--- config.mk ---
export PLATFORM = sky130hd
export DESIGN_NAME = bstc_top
export DESIGN_NICKNAME = d
export VERILOG_FILES = /design/src/rtl/bstc_pkg.sv /design/src/rtl/bstc_top.sv
export SDC_FILE = /design/constraint.sdc
export NUM_CORES = 1
export LEC_CHECK = 0
export BUFFER_PORTS_ARGS = -buffer_cell sky130_fd_sc_hd__clkbuf_2
export CAP_MARGIN = 20
export CORE_MARGIN = 2
export CORE_UTILIZATION = 25
export CTS_BUF_LIST = sky130_fd_sc_hd__clkbuf_8
export DETAILED_ROUTE_END_ITERATION = 16
export SYNTH_ARGS = -nofsm -noshare
export SYNTH_HDL_FRONTEND = slang
export SYNTH_SLANG_ARGS = --single-unit
--- constraint.sdc ---
create_clock -name clock -period 4.3 [get_ports clock]
set_input_delay 0.215 -clock clock [delete_from_list [all_inputs] [get_ports clock]]
set_output_delay 0.215 -clock clock [all_outputs]
set_load 0.02 [all_outputs]
--- src/rtl/bstc_pkg.sv ---
package bstc_pkg;
    // Channel count and register widths
    localparam int CHAN_N = 9;
    localparam int IR_W = 8;
    // Boundary chain lengths: per channel driver input, line output cell, plus enables; config b adds bus_pos and bus_neg cells per channel
    localparam int BSR_A_LEN = 2 * CHAN_N + 2;
    localparam int BSR_B_LEN = 4 * CHAN_N + 2;
    // Fixed capture value of the instruction register
    localparam logic [7:0] IR_CAPTURE = 8'h3d;
    // Opcodes in configuration a
    localparam logic [7:0] OP_A_EXTEST = 8'h00;
    localparam logic [7:0] OP_A_SAMPLE = 8'h82;
    localparam logic [7:0] OP_A_CLAMP = 8'h87;
    // Opcodes in configuration b
    localparam logic [7:0] OP_B_EXTEST = 8'h99;
    localparam logic [7:0] OP_B_SAMPLE = 8'h92;
    localparam logic [7:0] OP_B_CLAMP = 8'h8f;
    // Common opcode
    localparam logic [7:0] OP_HIGHZ = 8'h06;
    // Reset value of the instruction register selects bypass
    localparam logic [7:0] IR_RESET = 8'hff;

    // Decoded instruction
    typedef enum logic [2:0] {
        BSTC_BYPASS, BSTC_EXTEST, BSTC_SAMPLE, BSTC_CLAMP, BSTC_HIGHZ
    } bstc_instr_t;

    // Test access port pins grouped
    typedef struct packed {
        logic tck;
        logic tms;
        logic tdi;
        logic trstN;
    } bstc_tap_in_t;

    // Channel pin group of all nine channels
    typedef struct packed {
        logic [CHAN_N-1:0] busPos;
        logic [CHAN_N-1:0] busNeg;
        logic [CHAN_N-1:0] busOe;
    } bstc_bus_out_t;
endpackage : bstc_pkg

--- src/rtl/bstc_top.sv ---
`timescale 1ns/1ps
// Notes on behaviour
// - Config a chain holds logic-side cells only
// - Config b chain adds bus pin cells
// - Bypass is one stage, captures zero
// - Instruction register eight bits, captures 00111101
// - Config a opcodes for extest, sample, clamp
// - Config b opcodes for extest, sample, clamp
// - 00000110 is highz; others select bypass
// - Driven bus follows input, complement opposite
// - Driver disabled leaves bus high impedance
// - Receiver sign of difference, else high impedance
// - Active-low test reset forces reset state
module bstc_top (
    input wire logic clock,
    input wire logic reset_n,
    input wire bstc_pkg::bstc_tap_in_t tapIn,
    input wire logic scan_config_b,
    input wire logic drive_on,
    input wire logic receive_on_n,
    input wire logic [bstc_pkg::CHAN_N-1:0] dataIn,
    input wire logic [bstc_pkg::CHAN_N-1:0] busDiff,
    output bstc_pkg::bstc_bus_out_t busOut,
    output logic [bstc_pkg::CHAN_N-1:0] line_out,
    output logic [bstc_pkg::CHAN_N-1:0] lineOutOe,
    output logic tdo,
    output logic tdoOe
);
    import bstc_pkg::*;

    // TAP controller states
    typedef enum logic [3:0] {
        S_RESET, S_IDLE, S_SEL_DR, S_CAP_DR, S_SH_DR, S_EX1_DR, S_PA_DR, S_EX2_DR, S_UP_DR,
        S_SEL_IR, S_CAP_IR, S_SH_IR, S_EX1_IR, S_PA_IR, S_EX2_IR, S_UP_IR
    } bstc_tap_t;

    // Decoder used by the instruction update
    function automatic bstc_instr_t decodeOp(input logic [7:0] op, input logic cfgB);
        if (op == OP_HIGHZ) return BSTC_HIGHZ;
        if (!cfgB) begin
            if (op == OP_A_EXTEST) return BSTC_EXTEST;
            if (op == OP_A_SAMPLE) return BSTC_SAMPLE;
            if (op == OP_A_CLAMP) return BSTC_CLAMP;
        end else begin
            if (op == OP_B_EXTEST) return BSTC_EXTEST;
            if (op == OP_B_SAMPLE) return BSTC_SAMPLE;
            if (op == OP_B_CLAMP) return BSTC_CLAMP;
        end
        return BSTC_BYPASS;
    endfunction : decodeOp

    // Three-stage synchronisers for the tester pins
    logic [2:0] tckS_q, tmsS_q, tdiS_q, trstS_q;
    always_ff @(posedge clock) begin
        if (!reset_n) begin
            tckS_q <= 3'h0;
            tmsS_q <= 3'h7;
            tdiS_q <= 3'h7;
            trstS_q <= 3'h0;
        end else begin
            tckS_q <= {tckS_q[1:0], tapIn.tck};
            tmsS_q <= {tmsS_q[1:0], tapIn.tms};
            tdiS_q <= {tdiS_q[1:0], tapIn.tdi};
            trstS_q <= {trstS_q[1:0], tapIn.trstN};
        end
    end

    // Filtered levels: a change counts once stages two and three agree
    logic tckF_q, tmsF_q, tdiF_q, trstF_q;
    always_ff @(posedge clock) begin
        if (!reset_n) begin
            tckF_q <= 1'b0;
            tmsF_q <= 1'b1;
            tdiF_q <= 1'b1;
            trstF_q <= 1'b0;
        end else begin
            if (tckS_q[1] == tckS_q[2]) tckF_q <= tckS_q[2];
            if (tmsS_q[1] == tmsS_q[2]) tmsF_q <= tmsS_q[2];
            if (tdiS_q[1] == tdiS_q[2]) tdiF_q <= tdiS_q[2];
            if (trstS_q[1] == trstS_q[2]) trstF_q <= trstS_q[2];
        end
    end

    // Test clock edges found in the system clock domain
    logic tckRise, tckFall, tapRst;
    assign tckRise = (tckS_q[1] == tckS_q[2]) && tckS_q[2] && !tckF_q;
    assign tckFall = (tckS_q[1] == tckS_q[2]) && !tckS_q[2] && tckF_q;
    // Test reset works without any test clock edge; latency is the synchroniser plus the filter stage
    assign tapRst = !trstF_q;

    // TAP state machine, advances on test clock rise
    bstc_tap_t tap_q, tap_d;
    always_comb begin
        tap_d = tap_q;
        unique case (tap_q)
            S_RESET: tap_d = tmsF_q ? S_RESET : S_IDLE;
            S_IDLE: tap_d = tmsF_q ? S_SEL_DR : S_IDLE;
            S_SEL_DR: tap_d = tmsF_q ? S_SEL_IR : S_CAP_DR;
            S_CAP_DR: tap_d = tmsF_q ? S_EX1_DR : S_SH_DR;
            S_SH_DR: tap_d = tmsF_q ? S_EX1_DR : S_SH_DR;
            S_EX1_DR: tap_d = tmsF_q ? S_UP_DR : S_PA_DR;
            S_PA_DR: tap_d = tmsF_q ? S_EX2_DR : S_PA_DR;
            S_EX2_DR: tap_d = tmsF_q ? S_UP_DR : S_SH_DR;
            S_UP_DR: tap_d = tmsF_q ? S_SEL_DR : S_IDLE;
            S_SEL_IR: tap_d = tmsF_q ? S_RESET : S_CAP_IR;
            S_CAP_IR: tap_d = tmsF_q ? S_EX1_IR : S_SH_IR;
            S_SH_IR: tap_d = tmsF_q ? S_EX1_IR : S_SH_IR;
            S_EX1_IR: tap_d = tmsF_q ? S_UP_IR : S_PA_IR;
            S_PA_IR: tap_d = tmsF_q ? S_EX2_IR : S_PA_IR;
            S_EX2_IR: tap_d = tmsF_q ? S_UP_IR : S_SH_IR;
            S_UP_IR: tap_d = tmsF_q ? S_SEL_DR : S_IDLE;
        endcase
    end
    always_ff @(posedge clock) begin
        if (!reset_n || tapRst) tap_q <= S_RESET;
        else if (tckRise) tap_q <= tap_d;
    end

    // Instruction shift and active registers
    logic [IR_W-1:0] irSh_q, irAct_q;
    bstc_instr_t instr_q;
    always_ff @(posedge clock) begin
        if (!reset_n || tapRst || (tap_q == S_RESET && tckRise)) begin
            irSh_q <= IR_RESET;
            irAct_q <= IR_RESET;
            instr_q <= BSTC_BYPASS;
        end else if (tckRise) begin
            if (tap_q == S_CAP_IR) irSh_q <= IR_CAPTURE;
            else if (tap_q == S_SH_IR) irSh_q <= {tdiF_q, irSh_q[IR_W-1:1]};
            if (tap_q == S_UP_IR) begin
                irAct_q <= irSh_q;
                instr_q <= decodeOp(irSh_q, scan_config_b);
            end
        end
    end

    // Bypass stage
    logic bypass_q;
    always_ff @(posedge clock) begin
        if (!reset_n) bypass_q <= 1'b0;
        else if (tckRise && tap_q == S_CAP_DR) bypass_q <= 1'b0;
        else if (tckRise && tap_q == S_SH_DR) bypass_q <= tdiF_q;
    end

    // Boundary chain, long enough for config b; config a uses the low part
    // Cells: [k]=data in, [9+k]=line out, [18]=drive_on, [19]=receive_on_n,
    // then [20+k]=bus_pos, [29+k]=bus_neg as observed on the bus
    logic [BSR_B_LEN-1:0] bsrSh_q, bsrUp_q;
    logic [BSR_B_LEN-1:0] bsrCap;
    logic [CHAN_N-1:0] rxBit;
    assign rxBit = busDiff;
    assign bsrCap = {~busDiff, busDiff, receive_on_n, drive_on, rxBit, dataIn};
    logic useBsr;
    assign useBsr = (instr_q == BSTC_EXTEST) || (instr_q == BSTC_SAMPLE);
    logic bsrMsbIn;
    // Config a shortens the chain to logic-side cells only
    assign bsrMsbIn = tdiF_q;
    always_ff @(posedge clock) begin
        if (!reset_n) begin
            bsrSh_q <= '0;
            bsrUp_q <= '0;
        end else if (tckRise && useBsr) begin
            if (tap_q == S_CAP_DR) bsrSh_q <= bsrCap;
            else if (tap_q == S_SH_DR) begin
                if (scan_config_b) bsrSh_q <= {bsrMsbIn, bsrSh_q[BSR_B_LEN-1:1]};
                else bsrSh_q <= {bsrSh_q[BSR_B_LEN-1:BSR_A_LEN], bsrMsbIn,
                    bsrSh_q[BSR_A_LEN-1:1]};
            end else if (tap_q == S_UP_DR) bsrUp_q <= bsrSh_q;
        end
    end

    // Test data out changes on test clock fall only
    logic tdoBit;
    always_comb begin
        tdoBit = bypass_q;
        if (tap_q == S_SH_IR) tdoBit = irSh_q[0];
        else if (tap_q == S_SH_DR && useBsr) tdoBit = bsrSh_q[0];
    end
    always_ff @(posedge clock) begin
        if (!reset_n || tapRst) begin
            tdo <= 1'b0;
            tdoOe <= 1'b0;
        end else if (tckFall) begin
            tdo <= tdoBit;
            tdoOe <= (tap_q == S_SH_IR) || (tap_q == S_SH_DR);
        end
    end

    // Effective channel controls: normal pins or boundary cells under extest/clamp
    logic testDrive;
    assign testDrive = (instr_q == BSTC_EXTEST) || (instr_q == BSTC_CLAMP);
    logic drvEn, rxEn;
    logic [CHAN_N-1:0] drvData;
    assign drvEn = testDrive ? bsrUp_q[2*CHAN_N] : drive_on;
    assign rxEn = testDrive ? !bsrUp_q[2*CHAN_N+1] : !receive_on_n;
    assign drvData = testDrive ? bsrUp_q[CHAN_N-1:0] : dataIn;
    logic highZ;
    assign highZ = (instr_q == BSTC_HIGHZ);

    // Pin outputs, all registered
    always_ff @(posedge clock) begin
        if (!reset_n) begin
            // Complement starts opposite, so the pair never reads equal
            busOut.busPos <= '0;
            busOut.busNeg <= '1;
            busOut.busOe <= '0;
            line_out <= '0;
            lineOutOe <= '0;
        end else begin
            // Driver: high/high drive only, high/low loopback
            busOut.busOe <= {CHAN_N{drvEn && !highZ}};
            busOut.busPos <= drvData;
            busOut.busNeg <= ~drvData;
            // Receiver: low/low receive only, low/high all off
            lineOutOe <= {CHAN_N{rxEn && !highZ}};
            line_out <= testDrive ? bsrUp_q[2*CHAN_N-1:CHAN_N] : busDiff;
        end
    end

    // Highz floats every bus and line output one clock later
    highz_float_a: assert property (@(posedge clock) disable iff (!reset_n)
        highZ |=> (busOut.busOe == '0 && lineOutOe == '0))
        else $error("highz left an output driven");
    // Disabled driver floats the bus
    drv_off_a: assert property (@(posedge clock) disable iff (!reset_n)
        (!testDrive && !drive_on) |=> busOut.busOe == '0)
        else $error("bus driven with driver off");
    // Complement pin is opposite
    bus_comp_a: assert property (@(posedge clock) disable iff (!reset_n)
        busOut.busPos == ~busOut.busNeg)
        else $error("bus pins not complementary");
    // Receiver enable follows active low pin
    rx_en_a: assert property (@(posedge clock) disable iff (!reset_n)
        (!testDrive && !highZ && !receive_on_n) |=> lineOutOe == '1)
        else $error("receiver not enabled");

    // Pin checks skip test drive, where update cells own the pins
    // Driven bus follows the logic input of the clock before
    bus_follow_a: assert property (@(posedge clock) disable iff (!reset_n)
        !testDrive |=> (busOut.busPos == $past(dataIn) && busOut.busNeg == ~$past(dataIn)))
        else $error("bus pins not following input");
    // Driver enable high turns the driver on
    drv_on_a: assert property (@(posedge clock) disable iff (!reset_n)
        (!testDrive && !highZ && drive_on) |=> busOut.busOe == '1)
        else $error("driver not enabled");
    // Receiver enable high turns the receiver off
    rx_off_a: assert property (@(posedge clock) disable iff (!reset_n)
        (!testDrive && receive_on_n) |=> lineOutOe == '0)
        else $error("receiver driven while off");
    // Line output carries the bus sign
    rx_follow_a: assert property (@(posedge clock) disable iff (!reset_n)
        !testDrive |=> line_out == $past(busDiff))
        else $error("line output not following bus");

    // Port checks pause while test reset holds the controller, except bypass capture and the test reset checks
    // Instruction capture loads pattern
    ir_cap_a: assert property (@(posedge clock) disable iff (!reset_n || tapRst)
        (tckRise && tap_q == S_CAP_IR) |=> irSh_q == IR_CAPTURE)
        else $error("instruction capture wrong");
    // Bypass capture loads zero
    byp_cap_a: assert property (@(posedge clock) disable iff (!reset_n)
        (tckRise && tap_q == S_CAP_DR) |=> !bypass_q)
        else $error("bypass capture not zero");
    // Bypass shift takes test data in
    byp_shift_a: assert property (@(posedge clock) disable iff (!reset_n || tapRst)
        (tckRise && tap_q == S_SH_DR) |=> bypass_q == $past(tdiF_q))
        else $error("bypass shift wrong");
    // Update copies the shifted instruction
    ir_upd_a: assert property (@(posedge clock) disable iff (!reset_n || tapRst)
        (tckRise && tap_q == S_UP_IR) |=> irAct_q == $past(irSh_q))
        else $error("instruction update wrong");
    // Test reset reaches reset state
    trst_reset_a: assert property (@(posedge clock) disable iff (!reset_n)
        tapRst |=> tap_q == S_RESET)
        else $error("test reset ignored");
    // Test reset leaves bypass selected
    trst_bypass_a: assert property (@(posedge clock) disable iff (!reset_n)
        tapRst |=> instr_q == BSTC_BYPASS)
        else $error("test reset kept instruction");
    // Update decodes highz in both configs
    highz_dec_a: assert property (@(posedge clock) disable iff (!reset_n || tapRst)
        (tckRise && tap_q == S_UP_IR && irSh_q == OP_HIGHZ) |=> instr_q == BSTC_HIGHZ)
        else $error("highz not decoded");
    // State only moves on test clock rise
    tap_step_a: assert property (@(posedge clock) disable iff (!reset_n || tapRst)
        !tckRise |=> $stable(tap_q))
        else $error("tap moved without edge");
    // Low select in reset state leads to idle
    idle_enter_a: assert property (@(posedge clock) disable iff (!reset_n || tapRst)
        (tckRise && tap_q == S_RESET && !tmsF_q) |=> tap_q == S_IDLE)
        else $error("reset state did not leave");
    // Test data out moves on test clock fall only
    tdo_hold_a: assert property (@(posedge clock) disable iff (!reset_n || tapRst)
        !tckFall |=> ($stable(tdo) && $stable(tdoOe)))
        else $error("test data out moved without fall");
    // Instruction shift drives its low bit out
    ir_out_a: assert property (@(posedge clock) disable iff (!reset_n || tapRst)
        (tckFall && tap_q == S_SH_IR) |=> (tdoOe && tdo == irSh_q[0]))
        else $error("instruction bit not on test data out");
endmodule : bstc_top

==> metrics.md, run 1 <==
| Metric | Value |
|---|---|
| Status | finished clean |
| Vias in the first global route | 3885 |
| DR pass1 iterations | 5 |
| Area of the multi-input gates | 2480 µm² |
| Final worst-path cycle share | 66.3% |
| Leading area contributor after synthesis | dfxtp_1 |
| Last weighted congestion value of the routability-driven placer | 0.763 |
| Max Clk Rate | 0.351 GHz |
| Clk slew on worst S/H paths | 0.08 ns |
| Setup TNS | 0 ns |
| Final Hold Fails | 0 |
| Fin. max-slew vios | 0 |
| Total number of vias | 4206 |
| Setup violations, final | 0 |
| Final ANT Viol Nets | 0 |
| Synth-to-Final Area Change | 18.2% |
| Global Route Usage Sum | 11.2% |
| Clock sinks | 121 |
| Area after DPL | about 5700 µm² |
| Core area | 20800 µm² |
| Nets | approximately 660 |
| Clk buf depth | 2 |
| Antenna cells | 0 |
| Setup Skew | 0.0113 ns |
| Startpoint Class | flip-flop |
| Yosys reg bits | ~120 |
| Post-synth EDFFs | 0 |
| Static Leak | 2.16 nW |
| Hold path startpoint | busDiff[1] |
| Global route overflow | 0 |
| Top FF cell, synth | dfxtp_1 |
| RSZ-0062 raised after global routing | no |
| CTS H-tree lvls | 4 |
| Slew headroom | roughly 30% |
| Storage cell area | 2420 µm² |
| Setup crit end kind | flip-flop |
| Synth Cell Area | 5250 µm² |
| Top-count cell post-synth | dfxtp_1 |
| Vias per cell | 4.60 |
| Reg2reg setup slack | 1.45 ns |
| Hold Path Depth | 3 |
| Starting density of the core | 25.2% |
| CP Max Fanout | 32 |
| Crit path kind | reg -> reg |
| RR Endpoint | bsrSh_q[5] |
| Largest net degree at the start of global routing | 56 |
| Post-synthesis async set-or-reset flop share | 0% |
| Register area share after synthesis | 46.1% |
| Layout fillers | 2240 |
| Setup bufs post-CTS | 0 |
| Maximum vdd drop | around 0.00026 V |
| # IOs | 74 |
| Synth area leaders | dfxtp_1, mux2i_1, nand2_1 |
| Die area | roughly 22000 µm² |
| First-pass GRT wire length | 19900 µm |
| Die Y | 149 µm |
| End of the worst hold path | line_out[1] |
| Drt wl/cell | 13.0 µm |
| 1st-iter DRT viols | roughly 320 |
| CTS tree | done |
| Post-CTS Hold Buffers | 5 |
| Die W | 149 µm |
| Slew @ Worst Pin | between 1 and 1.5 ns |
| CTS buffer count | 17 |
| Final wirelength | 11900 µm |
| HP Class | in -> reg |
| YS warnings | 0 |
| Reg2reg start | tap_q[0] |
| Fraction of layout cells with a size suffix above 1 | 22.3% |
| Hold_ws | 0.0320 ns |
| Syn nets | a little over 600 |
| Synth top cells by count | dfxtp_1, nand2_1, nor2_1, a21oi_1, mux2i_1 |
| CTS resizes | 0 |
| Worst EP arrival | 3.20 ns |
| CP required | roughly 4.6 ns |
| PortBufs | 73 |
| Reg2Reg Depth | 6 |
| Worst-skew pair later-pin latency | around 0.44 ns |
| Avg Synthesized Cell Area | 9.01 µm² |
| Initial antenna violation count | 0 |
| Final setup margin | 1.45 ns |
| Pwr dens | 386 nW/µm² |
| Post-route DRC | 0 |
| Post-DP HPWL | 7870 µm |
| Clock period minus final worst setup slack | 2.85 ns |
| Setup slack after placement | 1.48 ns |
| Site Rows | 53 |
| Unique masters post-synth | between 50 and 60 |
| Synth Instances | 583 |
| Design area | 6210 µm² |
| Max cap viols | 0 |
| Clk root buf | clkbuf_8 |
| Power Total | 2.40 mW |
| Post-synth top area share | 46.1% |
-- layout make-up --
cell class / count / share of cell area [%]
Multi-Input combinational cell: 393 / 39.9
Sequential cell: 121 / 39.0
Timing Repair Buffer: 86 / 7.86
Tap cell: 275 / 5.54
Clock buffer: 20 / 4.43
Clock inverter: 12 / 2.78
Inverter: 8 / 0.484
-- worst max-delay path by stage --
stage / from / to / slack [ns] / depth (start not counted)
detailed placement: tap_q[0] / bsrSh_q[4] / 1.48 / 6
finish: tap_q[0] / bsrSh_q[5] / 1.45 / 6
CTS: tap_q[0] / bsrSh_q[5] / 1.43 / 6
floorplan: tap_q[3] / bsrSh_q[8] / 2.40 / 6
global route: tap_q[0] / bsrSh_q[26] / 1.16 / 5
global placement: tap_q[0] / bsrSh_q[27] / 1.51 / 5
-- layout by cell type, fill, tap and decap left out, drive strengths merged, types with 5 or more instances in the layout --
cell type and n:
or3 7, nand2b 19, and2 6, clkbuf 93, inv 9, o21ai 25
nor2 73, nand2 79, dfxtp 121, nor3b 5, buf 8, dlygate4sd3 5
nor3 6, a311oi 29, a21oi 48, o2111ai 9, mux2i 33
-- state kept, by name (all words and copies together) (netlist names), 3 cells and up --
| signal | flops |
|---|---|
| bsrSh_q | 38 |
| bsrUp_q | 20 |
| busOut | 19 |
| line_out | 9 |
| irSh_q | 8 |
| tap_q | 4 |
| instr_q | 3 |
| tckS_q | 3 |
| tdiS_q | 3 |
| tmsS_q | 3 |
| trstS_q | 3 |
-- logic make-up (layout without fill, tap and decap cells) --
group | Yosys count | in the layout | synth area share [%]
XOR/XNOR | 4 | 4 | 0.667
AND/OR/NAND/NOR | 222 | 222 | 20.1
multiplexers | 35 | 35 | 6.72
AO/OA/AOI/OAI | 130 | 130 | 18.8
flip-flops | 121 | 121 | 46.1
adder cells (fa/ha/maj) | 2 | 2 | 0.476
buffers and inverters | 69 | 126 | 7.12
-- routing by layer --
layer / track usage [%] / vias to the layer above / wire (µm)
met5: 0 / - / 0
met4: 3.67 / 0 / 176
met3: 3.06 / 17 / 654
met2: 16.3 / 109 / 5080
met1: 15.9 / 1962 / 5950
li1: - / 2118 / -
-- critical path: stages (launching register included) --
cell and delay [ns]:
dfxtp_1 0.82, nand4bb_1 0.16, buf_4 0.26, a2111oi_4 0.67
buf_4 0.48, nor2_1 0.09, a311oi_2 0.25
-- power by group --
group / internal (mW) / switching [mW] / total [mW]
Clock: 0.674 / 0.459 / 1.13
Combinational: 0.0409 / 0.0739 / 0.115
Sequential: 1.14 / 0.00739 / 1.15
-- metrics by stage --
step | utilization [%] | cells
3_5_place_dp | 27.3 | 877
4_1_cts | 29.7 | 914
2_1_floorplan | - | 583
5_1_grt | 29.8 | 915
6_report | 29.8 | 915
3_3_place_gp | 27.3 | 877
Note: power is estimated with default switching activity, not from simulation.
==> run 2, diff against run 1 <==
- ABC_AREA: not set -> 1
- clock period: 4.3 -> 2.6 ns (I/O delays scaled with it)
==> metrics.md, run 2 <==
| Metric | Value |
|---|---|
| Core area | 20100 µm² (was 20800 µm²) |
| Setup bufs post-CTS | 0 (unchanged) |
| CTS buffer count | 17 (unchanged) |
| Post-synth top area share | 47.7% (was 46.1%) |
| Clock sinks | 121 (unchanged) |
| Crit path max-delay cell type | dfxtp_1 (unchanged) |
| First-pass GRT wire length | 20100 µm (was 19900 µm) |
| Static Leak | 2.87 nW (was 2.16 nW) |
| Largest register FFs | 38 (unchanged) |
| Final worst-path cycle share | 73.9% (was 66.3%) |
| Global route overflow | 0 (unchanged) |
| Startpoint Class | flip-flop (unchanged) |
| Nets | 797 (was 656) |
| Top FF cell, synth | dfxtp_1 (unchanged) |
| Final ANT Viol Nets | 0 (unchanged) |
| Worst-skew pair later-pin latency | 0.43 ns (was 0.44 ns) |
| Starting density of the core | 25.3% (was 25.2%) |
| Synth top cells by count | nand2_1, dfxtp_1, nor2_1, o21ai_0, inv_1 (was dfxtp_1, nand2_1, nor2_1, a21oi_1, mux2i_1) |
| Post-route DRC | 0 (unchanged) |
| Biggest regs | bsrSh_q x38, bsrUp_q x20, busOut x19 (unchanged) |
| Clk slew on worst S/H paths | 0.07 ns (was 0.08 ns) |
| Worst EP arrival | 2.27 ns (was 3.20 ns) |
| 1st-iter DRT viols | 308 (was 316) |
| Yosys reg bits | 121 (unchanged) |
| Post-synthesis async set-or-reset flop share | 0% (unchanged) |
| Power Total | 3.66 mW (was 2.40 mW) |
| Synth Cell Area | 5080 µm² (was 5250 µm²) |
| Clk buf depth | 2 (unchanged) |
| Total number of vias | 4514 (was 4206) |
| Post-synth EDFFs | 0 (unchanged) |
| CP bufs+invs | 3 (was 2) |
| Setup TNS | 0 ns (unchanged) |
| Largest net degree at the start of global routing | 66 (was 56) |
| Commonest non-fill, non-tap cell in the layout | nand2_1 (was dfxtp_1) |
| Synth Instances | 693 (was 583) |
| Die Y | 147 µm (was 149 µm) |
| Post-DP HPWL | 8190 µm (was 7870 µm) |
| CP peak stage delay | 0.49 ns (was 0.82 ns) |
| Setup Skew | 0.00886 ns (was 0.0113 ns) |
| Pwr dens | 595 nW/µm² (was 386 nW/µm²) |
| Site Rows | 52 (was 53) |
| Busiest layer in global routing | met2 (unchanged) |
| Synth area leaders | dfxtp_1, nand2_1, nor2_1 (was dfxtp_1, mux2i_1, nand2_1) |
| Fraction of layout cells with a size suffix above 1 | 19.9% (was 22.3%) |
| Final wirelength | 12100 µm (was 11900 µm) |
| Final Hold Fails | 0 (unchanged) |
| Register area share after synthesis | 47.7% (was 46.1%) |
| Critical-path cell list | nand2_1 > inv_2 > nand2_2 > buf_4 > nand2_1 > nand2_4 > nor2_8 > buf_4 > nand3_2 > a21oi_1 (was nand4bb_1 > buf_4 > a2111oi_4 > buf_4 > nor2_1 > a311oi_2) |
| Synth-to-Final Area Change | 21.2% (was 18.2%) |
| Final std cells w/o fill | 1050 (was 915) |
| Syn nets | 722 (was 612) |
| YS warnings | 0 (unchanged) |
| Leading area contributor after synthesis | dfxtp_1 (unchanged) |
| Slew @ Worst Pin | 0.584 ns (was 1.05 ns) |
| Unique masters post-synth | 32 (was 55) |
| Last weighted congestion value of the routability-driven placer | 0.875 (was 0.763) |
| Drt wl/cell | 11.6 µm (was 13.0 µm) |
| Vias per cell | 4.30 (was 4.60) |
| Grt met2 use | 17.6% (was 16.3%) |
| CTS H-tree lvls | 4 (unchanged) |
| CTS tree | done (unchanged) |
| Avg Synthesized Cell Area | 7.33 µm² (was 9.01 µm²) |
| Commonest cells after routing, fill and taps aside | nand2_1, dfxtp_1, nor2_1 (was dfxtp_1, nand2_1, clkbuf_2) |
| Maximum vdd drop | 0.000258 V (about the same) |
| Status | finished clean (unchanged) |
| Initial antenna violation count | 0 (unchanged) |
| Met3 Use GR | 3.50% (was 3.06%) |
| HP Class | in -> reg (unchanged) |
| Placed Cells | 1004 (was 877) |
| Vias in the first global route | 4144 (was 3885) |
| Crit path kind | reg -> reg (unchanged) |
| Layout fillers | 2155 (was 2240) |
| Max cap viols | 0 (unchanged) |
| Post-layout util | 30.6% (was 29.8%) |
| Fin. max-slew vios | 0 (unchanged) |
| Die W | 147 µm (was 149 µm) |
| CP Max Fanout | 23 (was 32) |
| Top-count cell post-synth | nand2_1 (was dfxtp_1) |
| Antenna cells | 0 (unchanged) |
| RSZ-0062 raised after global routing | no (unchanged) |
| PortBufs | 73 (unchanged) |
| Setup violations, final | 0 (unchanged) |
| Max Clk Rate | 0.520 GHz (was 0.351 GHz) |
| Clk root buf | clkbuf_8 (unchanged) |
| DR pass1 iterations | 5 (unchanged) |
| Setup crit end kind | flip-flop (unchanged) |
| Clock period minus final worst setup slack | 1.92 ns (was 2.85 ns) |
| Top reg by flops | bsrSh_q (unchanged) |
| Slew headroom | 61.0% (was 29.4%) |
| Family with the most delay on the worst path | simple AND/OR/NAND/NOR gates (was compound AO/OA/AOI/OAI gates) |
| Met1 usage | 15.6% (was 15.9%) |
| # IOs | 74 (unchanged) |
| Die area | 21500 µm² (was 22200 µm²) |
| CP required | 2.95 ns (was 4.64 ns) |
| Global Route Usage Sum | 11.7% (was 11.2%) |
run 2: cell types whose count changed in the layout (fill, tap and decap cells not counted), moves of 23 or more:
cell	change
nand2_1	+50
nand3_1	+23
nor2_1	+46
mux2i_1	-33
o21ai_0	+38
inv_1	+48
run 2: final timing paths:
kind	slack, ns	from	endpoint	cells past startpoint
setup / recovery	0.68	tap_q[1]	bsrSh_q[36]	10
hold / removal	0.02	drive_on	busOut[0]	3
setup reg to reg	0.68	tap_q[1]	bsrSh_q[36]	10
hold reg to reg	0.42	tmsS_q[0]	tmsS_q[1]	1
run 2: power by group:
group | switching (mW) | internal [mW]
registers | 0.0118 | 1.88
logic | 0.127 | 0.0762
clock network | 0.724 | 0.836
total | 0.862 | 2.80
run 2: repair_timing:
| action | CTS | global route |
|---|---|---|
| resized for setup | 0 | 0 |
| hold buffers | 15 | 0 |
| hold endpoints to repair | 17 | 0 |
run 2: area by class of cell:
cell class	count	area, µm²	share of cell area, %
flip-flops and latches	121	2420	39.4
multi-input cells	462	2150	35.0
well taps	270	338	5.49
clock inverters	10	76.3	1.24
clock buffers	21	289	4.70
repair buffers	102	633	10.3
inverters	64	240	3.90
run 2: kinds of logic (layout without fill, tap and decap cells):
kind of cell             count (synthesis)  in the layout  share of synthesized area, %
AO/OA/AOI/OAI                          139            139                          14.4
adder cells (fa/ha/maj)                  2              2                         0.493
buffers and inverters                  110            197                          9.88
flip-flops                             121            121                          47.7
AND/OR/NAND/NOR                        321            321                          27.5
run 2: per-stage QoR:
stage	hold WS (ns)	worst slack (ns)	cell area, µm²
floorplan	0.224	1.00	5080
global placement	0.322	0.765	5640
detailed placement	0.321	0.692	5640
CTS	0.000227	0.677	6150
global route	0.0313	0.450	6150
finish	0.0204	0.679	6150
run 2: worst register-to-register path, stage by stage (launching register included):
cell     delay, ns
dfxtp_1       0.49
nand2_1       0.13
inv_2         0.08
nand2_2       0.08
buf_4         0.23
nand2_1       0.14
nand2_4       0.08
nor2_8        0.11
buf_4         0.27
nand3_2       0.09
a21oi_1       0.13
run 2: layer usage:
layer  vias to the layer above  share of wire [%]
met2                       105                 44
met5                         -                  0
li1                       2350                  -
met4                         0                1.2
met3                         6                5.4
met1                      2053                 50
